**src/inc/vps_defs.svh**
```systemverilog
// offsets, config indices, reset values, thresholds and timing of the valve position supervisor
`ifndef VPS_DEFS_SVH
`define VPS_DEFS_SVH
`define VPS_NCFG 15
`define VPS_C_CLOSE 4'h0
`define VPS_C_OPEN 4'h1
`define VPS_C_LOCLAMP 4'h2
`define VPS_C_HICLAMP 4'h3
`define VPS_C_ALO 4'h4
`define VPS_C_AHI 4'h5
`define VPS_C_TDB 4'h6
`define VPS_C_CDB 4'h7
`define VPS_C_STROKE 4'h8
`define VPS_C_CYCLIM 4'h9
`define VPS_C_TRIP 4'hA
`define VPS_C_SETTLE 4'hB
`define VPS_C_LEVEL 4'hC
`define VPS_C_PZMIN 4'hD
`define VPS_C_PZMAX 4'hE
// config reset image, index 14 down to 0
`define VPS_CFG_RST {16'h0960, 16'h0064, 16'h0000, 16'h000A, 16'h01F4, 16'hFFFF, 16'h0064, 16'h01F4, \
   16'h07D0, 16'h2AF8, 16'hFC18, 16'h2710, 16'h0000, 16'h2710, 16'h0000}
`define VPS_OFF_STAT 8'h40
`define VPS_OFF_TRAVEL 8'h44
`define VPS_OFF_CYCLES 8'h48
`define VPS_OFF_PZREAD 8'h4C
`define VPS_OFF_PSENS 8'h50
`define VPS_OFF_SUPPLY 8'h54
`define VPS_OFF_CTRL 8'h58
`define VPS_OFF_CKSUM 8'h5C
`define VPS_CTRL_STORE 0
`define VPS_CTRL_CHECK 1
`define VPS_HYS 16'h0064
`define VPS_FULL 16'h2710
`define VPS_SOFT_LO_TH 16'h0BB8
`define VPS_PLOSS_TH 16'h014A
`define VPS_SENS_MIN 16'h0000
`define VPS_SENS_MAX 16'h09C4
`define VPS_PZ_SCALE 16'h000A
`define VPS_TRAVEL_DIV 16'h2710
`define VPS_INIT_CYC 2'h3
`define VPS_LED_RED 8'h55
`define VPS_LED_PLOSS 8'h6D
`define VPS_LED_DEV 8'h65
`define VPS_LED_CYC 8'hAE
`define VPS_LED_GREEN 8'hAA
`define VPS_CLK_NS 100
`define VPS_TICK_NS 1000000
`define VPS_STEP_NS 250000000
`endif

```
**src/inc/vps_pkg.sv**
```systemverilog
// types shared by the valve position supervisor
`include "vps_defs.svh"
package vps_pkg;
   typedef enum logic [1:0] {VPS_INIT = 2'h0, VPS_CHECK = 2'h1, VPS_RUN = 2'h3} vps_fsm_t;
   typedef struct packed {
      logic [15:0] pos;
      logic [15:0] cmd;
      logic [15:0] supply;
      logic [15:0] top;
      logic [15:0] bot;
      logic [15:0] piezo;
      logic cal;
   } vps_sense_t;
   typedef struct packed {
      logic [15:0] sp;
      logic sat_close;
      logic sat_open;
   } vps_drive_t;
   typedef struct packed {
      logic red;
      logic green;
      logic yellow;
   } vps_led_t;
   typedef struct packed {
      vps_fsm_t fsm;
      logic [1:0] init_cnt;
      logic [`VPS_NCFG-1:0][15:0] cfg;
      logic [`VPS_NCFG-1:0][15:0] nv;
      logic [15:0] nv_sum;
      vps_sense_t s1;
      vps_sense_t s2;
      logic cks_alm, pz_alm, p_loss, top_alm, bot_alm, pos_alert, clamp_hit, cyc_over, deviation;
      logic sat_lo, sat_hi, dir_up;
      logic [15:0] db_ctr, cyc_ext, pz_read, cycles, dev_ms;
      logic [31:0] travel;
      logic [23:0] tick, stepc;
      logic [1:0] step;
      logic pready, pslverr;
      logic [31:0] prdata;
      vps_drive_t drv;
      vps_led_t led;
   } vps_state_t;
endpackage

```
**src/rtl/vps_supervisor.sv**
```systemverilog
// valve position supervisor: shutoff saturation, clamps, travel, cycles, alarms, apb registers
//
// The APB interface to the registers and the address map were left to the implementer.
`timescale 1ns/1ps
`default_nettype none
`include "vps_defs.svh"

module vps_supervisor #(
   parameter int TICK_CYC = `VPS_TICK_NS / `VPS_CLK_NS,
   parameter int STEP_CYC = `VPS_STEP_NS / `VPS_CLK_NS
) (
   input wire logic pclk,
   input wire logic presetn,
   input wire logic ce,
   input wire logic psel,
   input wire logic penable,
   input wire logic pwrite,
   input wire logic [7:0] paddr,
   input wire logic [31:0] pwdata,
   output logic [31:0] prdata,
   output logic pready,
   output logic pslverr,
   input wire vps_pkg::vps_sense_t sense,
   output var vps_pkg::vps_drive_t drive,
   output var vps_pkg::vps_led_t led
);
   import vps_pkg::*;

   function automatic logic [15:0] cfg_sum(input logic [`VPS_NCFG-1:0][15:0] c);
      logic [15:0] s;
      s = 16'h0000;
      for (int i = 0; i < `VPS_NCFG; i++)
         s = s + c[i];
      return s;
   endfunction

   localparam logic [`VPS_NCFG-1:0][15:0] CFG_RST = `VPS_CFG_RST;
   localparam logic [15:0] CKSUM_RST = cfg_sum(CFG_RST);

   vps_state_t q;
   vps_state_t d;
   logic signed [15:0] pos, cmd, lo_c, hi_c, thr_c, thr_o;
   logic signed [16:0] lo_rel, hi_rel;
   logic soft_on, lo_en, hi_en, run;

   // ----------------------------------------
   // configuration views
   // ----------------------------------------
   assign pos = $signed(q.s2.pos);
   assign cmd = $signed(q.s2.cmd);
   assign lo_c = $signed(q.cfg[`VPS_C_LOCLAMP]);
   assign hi_c = $signed(q.cfg[`VPS_C_HICLAMP]);
   assign thr_c = $signed(q.cfg[`VPS_C_CLOSE]);
   assign thr_o = $signed(q.cfg[`VPS_C_OPEN]);
   // exit points carry the fixed hysteresis so the valve does not chatter at the seat
   assign lo_rel = thr_c + $signed({1'b0, `VPS_HYS});
   assign hi_rel = thr_o - $signed({1'b0, `VPS_HYS});
   assign soft_on = lo_c > $signed(`VPS_SOFT_LO_TH) || hi_c < $signed(`VPS_FULL);
   assign lo_en = !soft_on && lo_c <= $signed(16'h0000);
   assign hi_en = !soft_on;
   assign run = ce && q.fsm == VPS_RUN;

   // ----------------------------------------
   // next state
   // ----------------------------------------
   always_comb
   begin
      logic signed [16:0] dp;
      logic signed [16:0] dv;
      logic signed [16:0] back;
      logic [16:0] mag;
      logic [16:0] dmag;
      logic [32:0] prod;
      logic [32:0] sum;
      logic [15:0] stat;
      logic [31:0] rd;
      logic [7:0] code;
      logic [7:0] shl;
      logic adv;
      logic sel_cfg;
      logic err;
      logic ms;
      logic big;
      d = q;
      dp = pos - $signed(q.db_ctr);
      mag = dp[16] ? 17'(-dp) : 17'(dp);
      prod = mag * q.cfg[`VPS_C_STROKE];
      sum = {1'b0, q.travel} + 33'(prod / 33'(`VPS_TRAVEL_DIV));
      back = q.dir_up ? $signed(q.cyc_ext) - pos : pos - $signed(q.cyc_ext);
      dv = pos - cmd;
      dmag = dv[16] ? 17'(-dv) : 17'(dv);
      big = dmag > {1'b0, q.cfg[`VPS_C_TRIP]};
      ms = q.tick == 24'(TICK_CYC - 1);
      adv = q.cfg[`VPS_C_LEVEL][0];
      stat = {5'h00, q.sat_hi, q.sat_lo, q.deviation, q.cyc_over, q.clamp_hit, q.pos_alert,
              q.bot_alm & adv, q.top_alm & adv, q.p_loss & adv, q.pz_alm, q.cks_alm};
      // one code at a time, internal alarms ahead of user alerts
      if (q.cks_alm)
         code = `VPS_LED_RED;
      else if (q.p_loss)
         code = `VPS_LED_PLOSS;
      else if (q.pz_alm || q.top_alm || q.bot_alm)
         code = `VPS_LED_RED;
      else if (q.deviation)
         code = `VPS_LED_DEV;
      else if (q.cyc_over)
         code = `VPS_LED_CYC;
      else if (q.pos_alert || q.clamp_hit)
         code = `VPS_LED_GREEN;
      else
         code = 8'h00;
      shl = code << {q.step, 1'b0};

      // register decode
      sel_cfg = 1'b0;
      err = 1'b0;
      rd = 32'h0000_0000;
      if (paddr[1:0] != 2'h0)
         err = 1'b1;
      else if (paddr < `VPS_OFF_STAT)
      begin
         sel_cfg = paddr[5:2] < 4'(`VPS_NCFG);
         err = !sel_cfg;
         if (sel_cfg)
            rd = {16'h0000, q.cfg[paddr[5:2]]};
      end
      else if (paddr == `VPS_OFF_STAT)
         rd = {16'h0000, stat};
      else if (paddr == `VPS_OFF_TRAVEL)
         rd = q.travel;
      else if (paddr == `VPS_OFF_CYCLES)
         rd = {16'h0000, q.cycles};
      else if (paddr == `VPS_OFF_PZREAD)
         rd = {16'h0000, q.pz_read};
      else if (paddr == `VPS_OFF_PSENS)
         rd = adv ? {q.s2.top, q.s2.bot} : 32'h0000_0000;
      else if (paddr == `VPS_OFF_SUPPLY)
         rd = adv ? {16'h0000, q.s2.supply} : 32'h0000_0000;
      else if (paddr == `VPS_OFF_CTRL)
         rd = 32'h0000_0000;
      else if (paddr == `VPS_OFF_CKSUM)
         rd = {16'h0000, q.nv_sum};
      else
         err = 1'b1;

      if (ce)
      begin
         // sensor words come from another domain: two flops before use
         d.s1 = sense;
         d.s2 = q.s1;
         d.tick = ms ? 24'h00_0000 : q.tick + 24'h00_0001;
         if (q.stepc == 24'(STEP_CYC - 1))
         begin
            d.stepc = 24'h00_0000;
            d.step = q.step + 2'h1;
         end
         else
            d.stepc = q.stepc + 24'h00_0001;
         d.led.red = shl[7:6] == 2'h1;
         d.led.green = shl[7:6] == 2'h2;
         d.led.yellow = shl[7:6] == 2'h3;

         case (q.fsm)
            VPS_INIT:
            begin
               // lets the sensor synchronisers fill before the band is centred
               d.init_cnt = q.init_cnt + 2'h1;
               if (q.init_cnt == `VPS_INIT_CYC)
                  d.fsm = VPS_CHECK;
            end
            VPS_CHECK:
            begin
               d.cfg = q.nv;
               d.cks_alm = cfg_sum(q.nv) != q.nv_sum;
               d.db_ctr = q.s2.pos;
               d.cyc_ext = q.s2.pos;
               d.fsm = VPS_RUN;
            end
            VPS_RUN:
            begin
               if (!lo_en)
                  d.sat_lo = 1'b0;
               else if (q.sat_lo)
                  d.sat_lo = cmd < lo_rel;
               else
                  d.sat_lo = cmd <= thr_c;
               if (!hi_en)
                  d.sat_hi = 1'b0;
               else if (q.sat_hi)
                  d.sat_hi = cmd > hi_rel;
               else
                  d.sat_hi = cmd >= thr_o;
               if (cmd < lo_c)
               begin
                  d.drv.sp = q.cfg[`VPS_C_LOCLAMP];
                  d.clamp_hit = 1'b1;
               end
               else if (cmd > hi_c)
               begin
                  d.drv.sp = q.cfg[`VPS_C_HICLAMP];
                  d.clamp_hit = 1'b1;
               end
               else
               begin
                  d.drv.sp = q.s2.cmd;
                  d.clamp_hit = 1'b0;
               end
               // close wins if badly configured thresholds overlap
               d.drv.sat_close = d.sat_lo;
               d.drv.sat_open = d.sat_hi && !d.sat_lo;
               d.pos_alert = pos < $signed(q.cfg[`VPS_C_ALO]) || pos > $signed(q.cfg[`VPS_C_AHI]);
               d.pz_alm = q.s2.piezo < q.cfg[`VPS_C_PZMIN] || q.s2.piezo > q.cfg[`VPS_C_PZMAX];
               d.pz_read = q.s2.piezo / `VPS_PZ_SCALE;
               d.p_loss = q.s2.supply < `VPS_PLOSS_TH;
               if (q.s2.cal)
               begin
                  d.top_alm = q.s2.top < `VPS_SENS_MIN || q.s2.top > `VPS_SENS_MAX;
                  d.bot_alm = q.s2.bot < `VPS_SENS_MIN || q.s2.bot > `VPS_SENS_MAX;
               end
               if (mag > {1'b0, q.cfg[`VPS_C_TDB]})
               begin
                  d.travel = sum[32] ? 32'hFFFF_FFFF : sum[31:0];
                  d.db_ctr = q.s2.pos;
               end
               if (back < $signed(17'h0_0000))
                  d.cyc_ext = q.s2.pos;
               else if (back > $signed({1'b0, q.cfg[`VPS_C_CDB]}))
               begin
                  d.cyc_ext = q.s2.pos;
                  d.dir_up = !q.dir_up;
                  if (q.cycles != 16'hFFFF)
                     d.cycles = q.cycles + 16'h0001;
               end
               d.cyc_over = q.cycles > q.cfg[`VPS_C_CYCLIM];
               if (!big)
                  d.dev_ms = 16'h0000;
               else if (ms && q.dev_ms != 16'hFFFF)
                  d.dev_ms = q.dev_ms + 16'h0001;
               d.deviation = big && q.dev_ms > q.cfg[`VPS_C_SETTLE];
            end
            default:
               d.fsm = VPS_INIT;
         endcase

         // apb: data and error latched in setup, write applied at the access edge
         if (psel && penable && q.pready)
         begin
            d.pready = 1'b0;
            d.pslverr = 1'b0;
            if (pwrite && !q.pslverr)
            begin
               if (sel_cfg)
                  d.cfg[paddr[5:2]] = pwdata[15:0];
               else if (paddr == `VPS_OFF_CTRL)
               begin
                  if (pwdata[`VPS_CTRL_STORE])
                  begin
                     d.nv = q.cfg;
                     d.nv_sum = cfg_sum(q.cfg);
                  end
                  if (pwdata[`VPS_CTRL_CHECK])
                     d.fsm = VPS_CHECK;
               end
               else if (paddr == `VPS_OFF_CKSUM)
                  d.nv_sum = pwdata[15:0];
            end
         end
         else if (psel && !penable)
         begin
            d.pready = 1'b1;
            d.pslverr = err;
            d.prdata = rd;
         end
      end
   end

   // ----------------------------------------
   // state register
   // ----------------------------------------
   always_ff @(posedge pclk or negedge presetn)
   begin
      if (!presetn)
      begin
         q <= '0;
         q.cfg <= CFG_RST;
         q.nv <= CFG_RST;
         q.nv_sum <= CKSUM_RST;
      end
      else
         q <= d;
   end

   assign prdata = q.prdata;
   assign pready = q.pready;
   assign pslverr = q.pslverr;
   assign drive = q.drv;
   assign led = q.led;
endmodule
`default_nettype wire

```
**config.mk**
```make
export PLATFORM = sky130hd
export DESIGN_NAME = vps_supervisor
export DESIGN_NICKNAME = d
export VERILOG_FILES = /design/src/inc/vps_pkg.sv /design/src/rtl/vps_supervisor.sv
export VERILOG_INCLUDE_DIRS = /design/src /design/src/inc
export SDC_FILE = /design/constraint.sdc
export NUM_CORES = 2
export LEC_CHECK = 0
export BUFFER_PORTS_ARGS = -buffer_cell sky130_fd_sc_hd__buf_4
export CORE_MARGIN = 5
export CORE_UTILIZATION = 30
export DETAILED_ROUTE_END_ITERATION = 8
export GPL_TIMING_DRIVEN = 0
export MAX_ROUTING_LAYER = met4
export PLACE_DENSITY_LB_ADDON = 0.1
export SYNTH_ARGS = -nofsm -noshare
export SYNTH_HDL_FRONTEND = slang
export SYNTH_SLANG_ARGS = --single-unit
```
**constraint.sdc**
```tcl
create_clock -name pclk -period 53.9 [get_ports pclk]
set_clock_uncertainty 0.05 [all_clocks]
set_input_delay 5.39 -clock pclk [delete_from_list [all_inputs] [get_ports pclk]]
set_output_delay 5.39 -clock pclk [all_outputs]
set_load 0.01 [all_outputs]
```
==> reports/metrics.csv <==
stage,metric,value,unit
status,status,finished with violations,
status,failing checks,"capacitance limit, slew limit",
worst_setup_path,Reg2Reg Setup Slack,16.30,ns
worst_hold_path,hold depth,1,
worst_setup_path,Worst setup SP type,flip-flop,
floorplan,Initial Utilization,0.300,
worst_setup_path,CP peak stage delay,1.08,ns
clocking,Post-CTS Setup Inserts,0,
run,max-cap viol count,3,
drt,vias post-DR,66900,
sta,Final Cycle Share,0.698,
placement,IO buf count,167,
clocking,clock root cell,clkbuf_16,
worst_setup_path,CP required,54.56,ns
worst_hold_path,Hold EP,q[102]$_DFFE_PN0P_,
logic_synthesis,Yosys warning total,0,
logic_synthesis,mean post-synth cell area,9.37,um^2
logic_synthesis,cells after synthesis,8394,
sta,final setup TNS,0,ns
logic_synthesis,cell taking the most area after synthesis,dfrtp_1,
floorplan,area of the die,273000,um^2
drt,routed len/inst,29.4,um
logic_synthesis,Synth cell types,144,
clocking,Sink Count,919,
grt,Total GRT Usage,0.268,
logic_synthesis,share of the synthesized area in the top cell type,0.244,
worst_setup_path,crit end category,flip-flop,
sta,Final Hold Vio Count,0,
worst_setup_path,Critical Path AT,38.26,ns
worst_setup_path,Worst R2R Start,pos[1]$_DFFE_PN0P_,
clocking,quantity of gates resized following cts,0,
grt,GRT Residual Overflow,0,
floorplan,boundary pin count,198,
drt,DR pass1 iterations,7,
sta,slack of the critical path,16.30,ns
worst_hold_path,beginning of the worst hold path,q[102]$_DFFE_PN0P_,
clocking,Worst-path clk slew,0.06,ns
drt,drt total wl,363000,um
sta,Final Max Tran Viols,17,
clocking,later-pin clock latency in the skew report,0.80,ns
floorplan,Core Region,262000,um^2
clocking,cts hold-fix bufs,0,
logic_synthesis,Seq cells post-synth,919,
sta,"Setup violations, final",0,
logic_synthesis,ys async rst share,1.00,
placement,gpl congestion,1.03,
grt,vias in the first global route,65700,
sta,RSZ-0062 raised after global routing,no,
cells_and_area,layout overhead on the synthesized area,12.7,%
clocking,CTS tree,built,
logic_synthesis,most common cell in the netlist,inv_1,
sta,Slew @ Worst Pin,1.51,ns
drt,vias per cell,5.42,
placement,hpwl dp,294000,um
sta,slew margin rel.,-0.00871,
floorplan,Die X-Extent,522,um
grt,first-pass GRT wire length,509000,um
drt,starting DRC count in detailed routing,6516,
cells_and_area,Final Net Count,9897,
logic_synthesis,Mapped Nets,9593,
worst_setup_path,RR Endpoint,q[134]$_DFFE_PN0P_,
floorplan,FP Rows,188,
clocking,CTS Buffer Depth,3,
grt,initial antenna violation count,42,
cells_and_area,share of layout cells above drive strength 1,0.127,
logic_synthesis,"Top FF cell, synth",dfrtp_1,
worst_setup_path,Setup CP Type,reg2reg,
logic_synthesis,number of synthesized flops with an enable pin,0,
floorplan,Die Y,522,um
worst_hold_path,min-delay worst type,reg2reg,
sta,f_max,26.6,MHz
worst_setup_path,crit path max-delay cell type,xnor2_1,
clocking,H-tree depth,3,
logic_synthesis,"Seq/Total Area, Yosys",0.295,
logic_synthesis,"top cells by area, synth","dfrtp_1, fa_1, ha_1, dfstp_2, inv_1",
drt,Residual DRC,0,
clocking,CTS Buf Count,117,
sta,worst hold margin,0.424,ns
sta,Tmin final,37.60,ns
drt,Routed Antenna Nets,0,
worst_setup_path,CP max FO,10,
logic_synthesis,Post-Syn Area,78700,um^2
worst_setup_path,path depth of the worst reg2reg path,133,
logic_synthesis,synth cell count leaders,"inv_1, nand2_1, dfrtp_1, fa_1, nor2_1",
placement,pre-CTS setup slack,16.59,ns
grt,largest net degree at the start of global routing,118,
-- how the worst max path moves through the flow --
stage	end	slack, ns	from
after global routing	q[134]$_DFFE_PN0P_	13.39	pos[1]$_DFFE_PN0P_
after detailed placement	q[127]$_DFFE_PN0P_	16.59	pos[1]$_DFFE_PN0P_
after floorplan	q[134]$_DFFE_PN0P_	24.01	pos[0]$_DFFE_PN0P_
after global placement	q[134]$_DFFE_PN0P_	15.42	pos[1]$_DFFE_PN0P_
after CTS	q[134]$_DFFE_PN0P_	16.42	pos[1]$_DFFE_PN0P_
final	q[134]$_DFFE_PN0P_	16.30	pos[1]$_DFFE_PN0P_
-- per-layer routing --
metal | track usage | wire length (um) | vias to the layer above
li1 | - | - | 29700
met2 | 0.400 | 159000 | 2511
met3 | 0.0577 | 27900 | 566
met5 | - | 0 | -
met1 | 0.357 | 159000 | 34100
met4 | 0.104 | 17600 | 0
-- per-stage QoR --
stage | util | std cells | cell area, um^2
after floorplan | - | 8394 | 78700
after global placement | 0.322 | 12100 | 84300
after detailed placement | 0.324 | 12100 | 84800
after CTS | 0.339 | 12300 | 88600
after global routing | 0.339 | 12300 | 88700
final | 0.339 | 12300 | 88700
-- placed cells by master, fill, tap and decap left out, types with 215 or more instances in the layout --
cell,instances
ha_1,473
o21ai_0,561
mux2_2,215
a21oi_1,375
xnor2_1,296
inv_1,896
nor2_1,564
nand2_1,840
clkbuf_1,352
buf_4,243
fa_1,583
dfrtp_1,768
-- kinds of logic (layout without fill, tap and decap cells) --
| family | count (synthesis) | in the layout | synth area share |
|---|---|---|---|
| simple gates | 2323 | 2323 | 0.139 |
| buf+inv | 1358 | 1764 | 0.0690 |
| compound gates | 1985 | 1985 | 0.169 |
| flops | 919 | 919 | 0.295 |
| xor+xnor | 411 | 411 | 0.0468 |
| other cells | 0 | 22 | 0 |
| fa+ha+maj | 1065 | 1065 | 0.225 |
| mux | 333 | 333 | 0.0562 |
-- cell type report --
type	instances	area [um^2]
timing repair buffer	185	1640
clock inverter	35	427
clock buffer	186	3430
multi-input combinational	6117	50100
antenna	22	55.1
tap	3515	4400
inverter	903	3390
buffer	455	2080
sequential	919	23200
fill	27200	173000
-- sequential cells by signal, summed over array words and instances (netlist names) --
register,flops
led,3
cmd,16
pos,16
q,768
pslverr,1
prdata,32
hi_c,16
lo_c,16
thr_c,16
pready,1
drive,18
thr_o,16
-- worst max-delay path, delay by kind of cell (launching register included) --
family / cells / cell delay, ns
compound gates: 70 / 17.40
xor+xnor: 7 / 2.93
mux: 3 / 1.59
fa+ha+maj: 10 / 4.51
flops: 1 / 0.70
simple gates: 29 / 7.46
buf+inv: 14 / 2.81
Power is left out: the tool's default activity adds up to more than one toggle a clock period on the data nets, which glitch-free logic cannot reach.
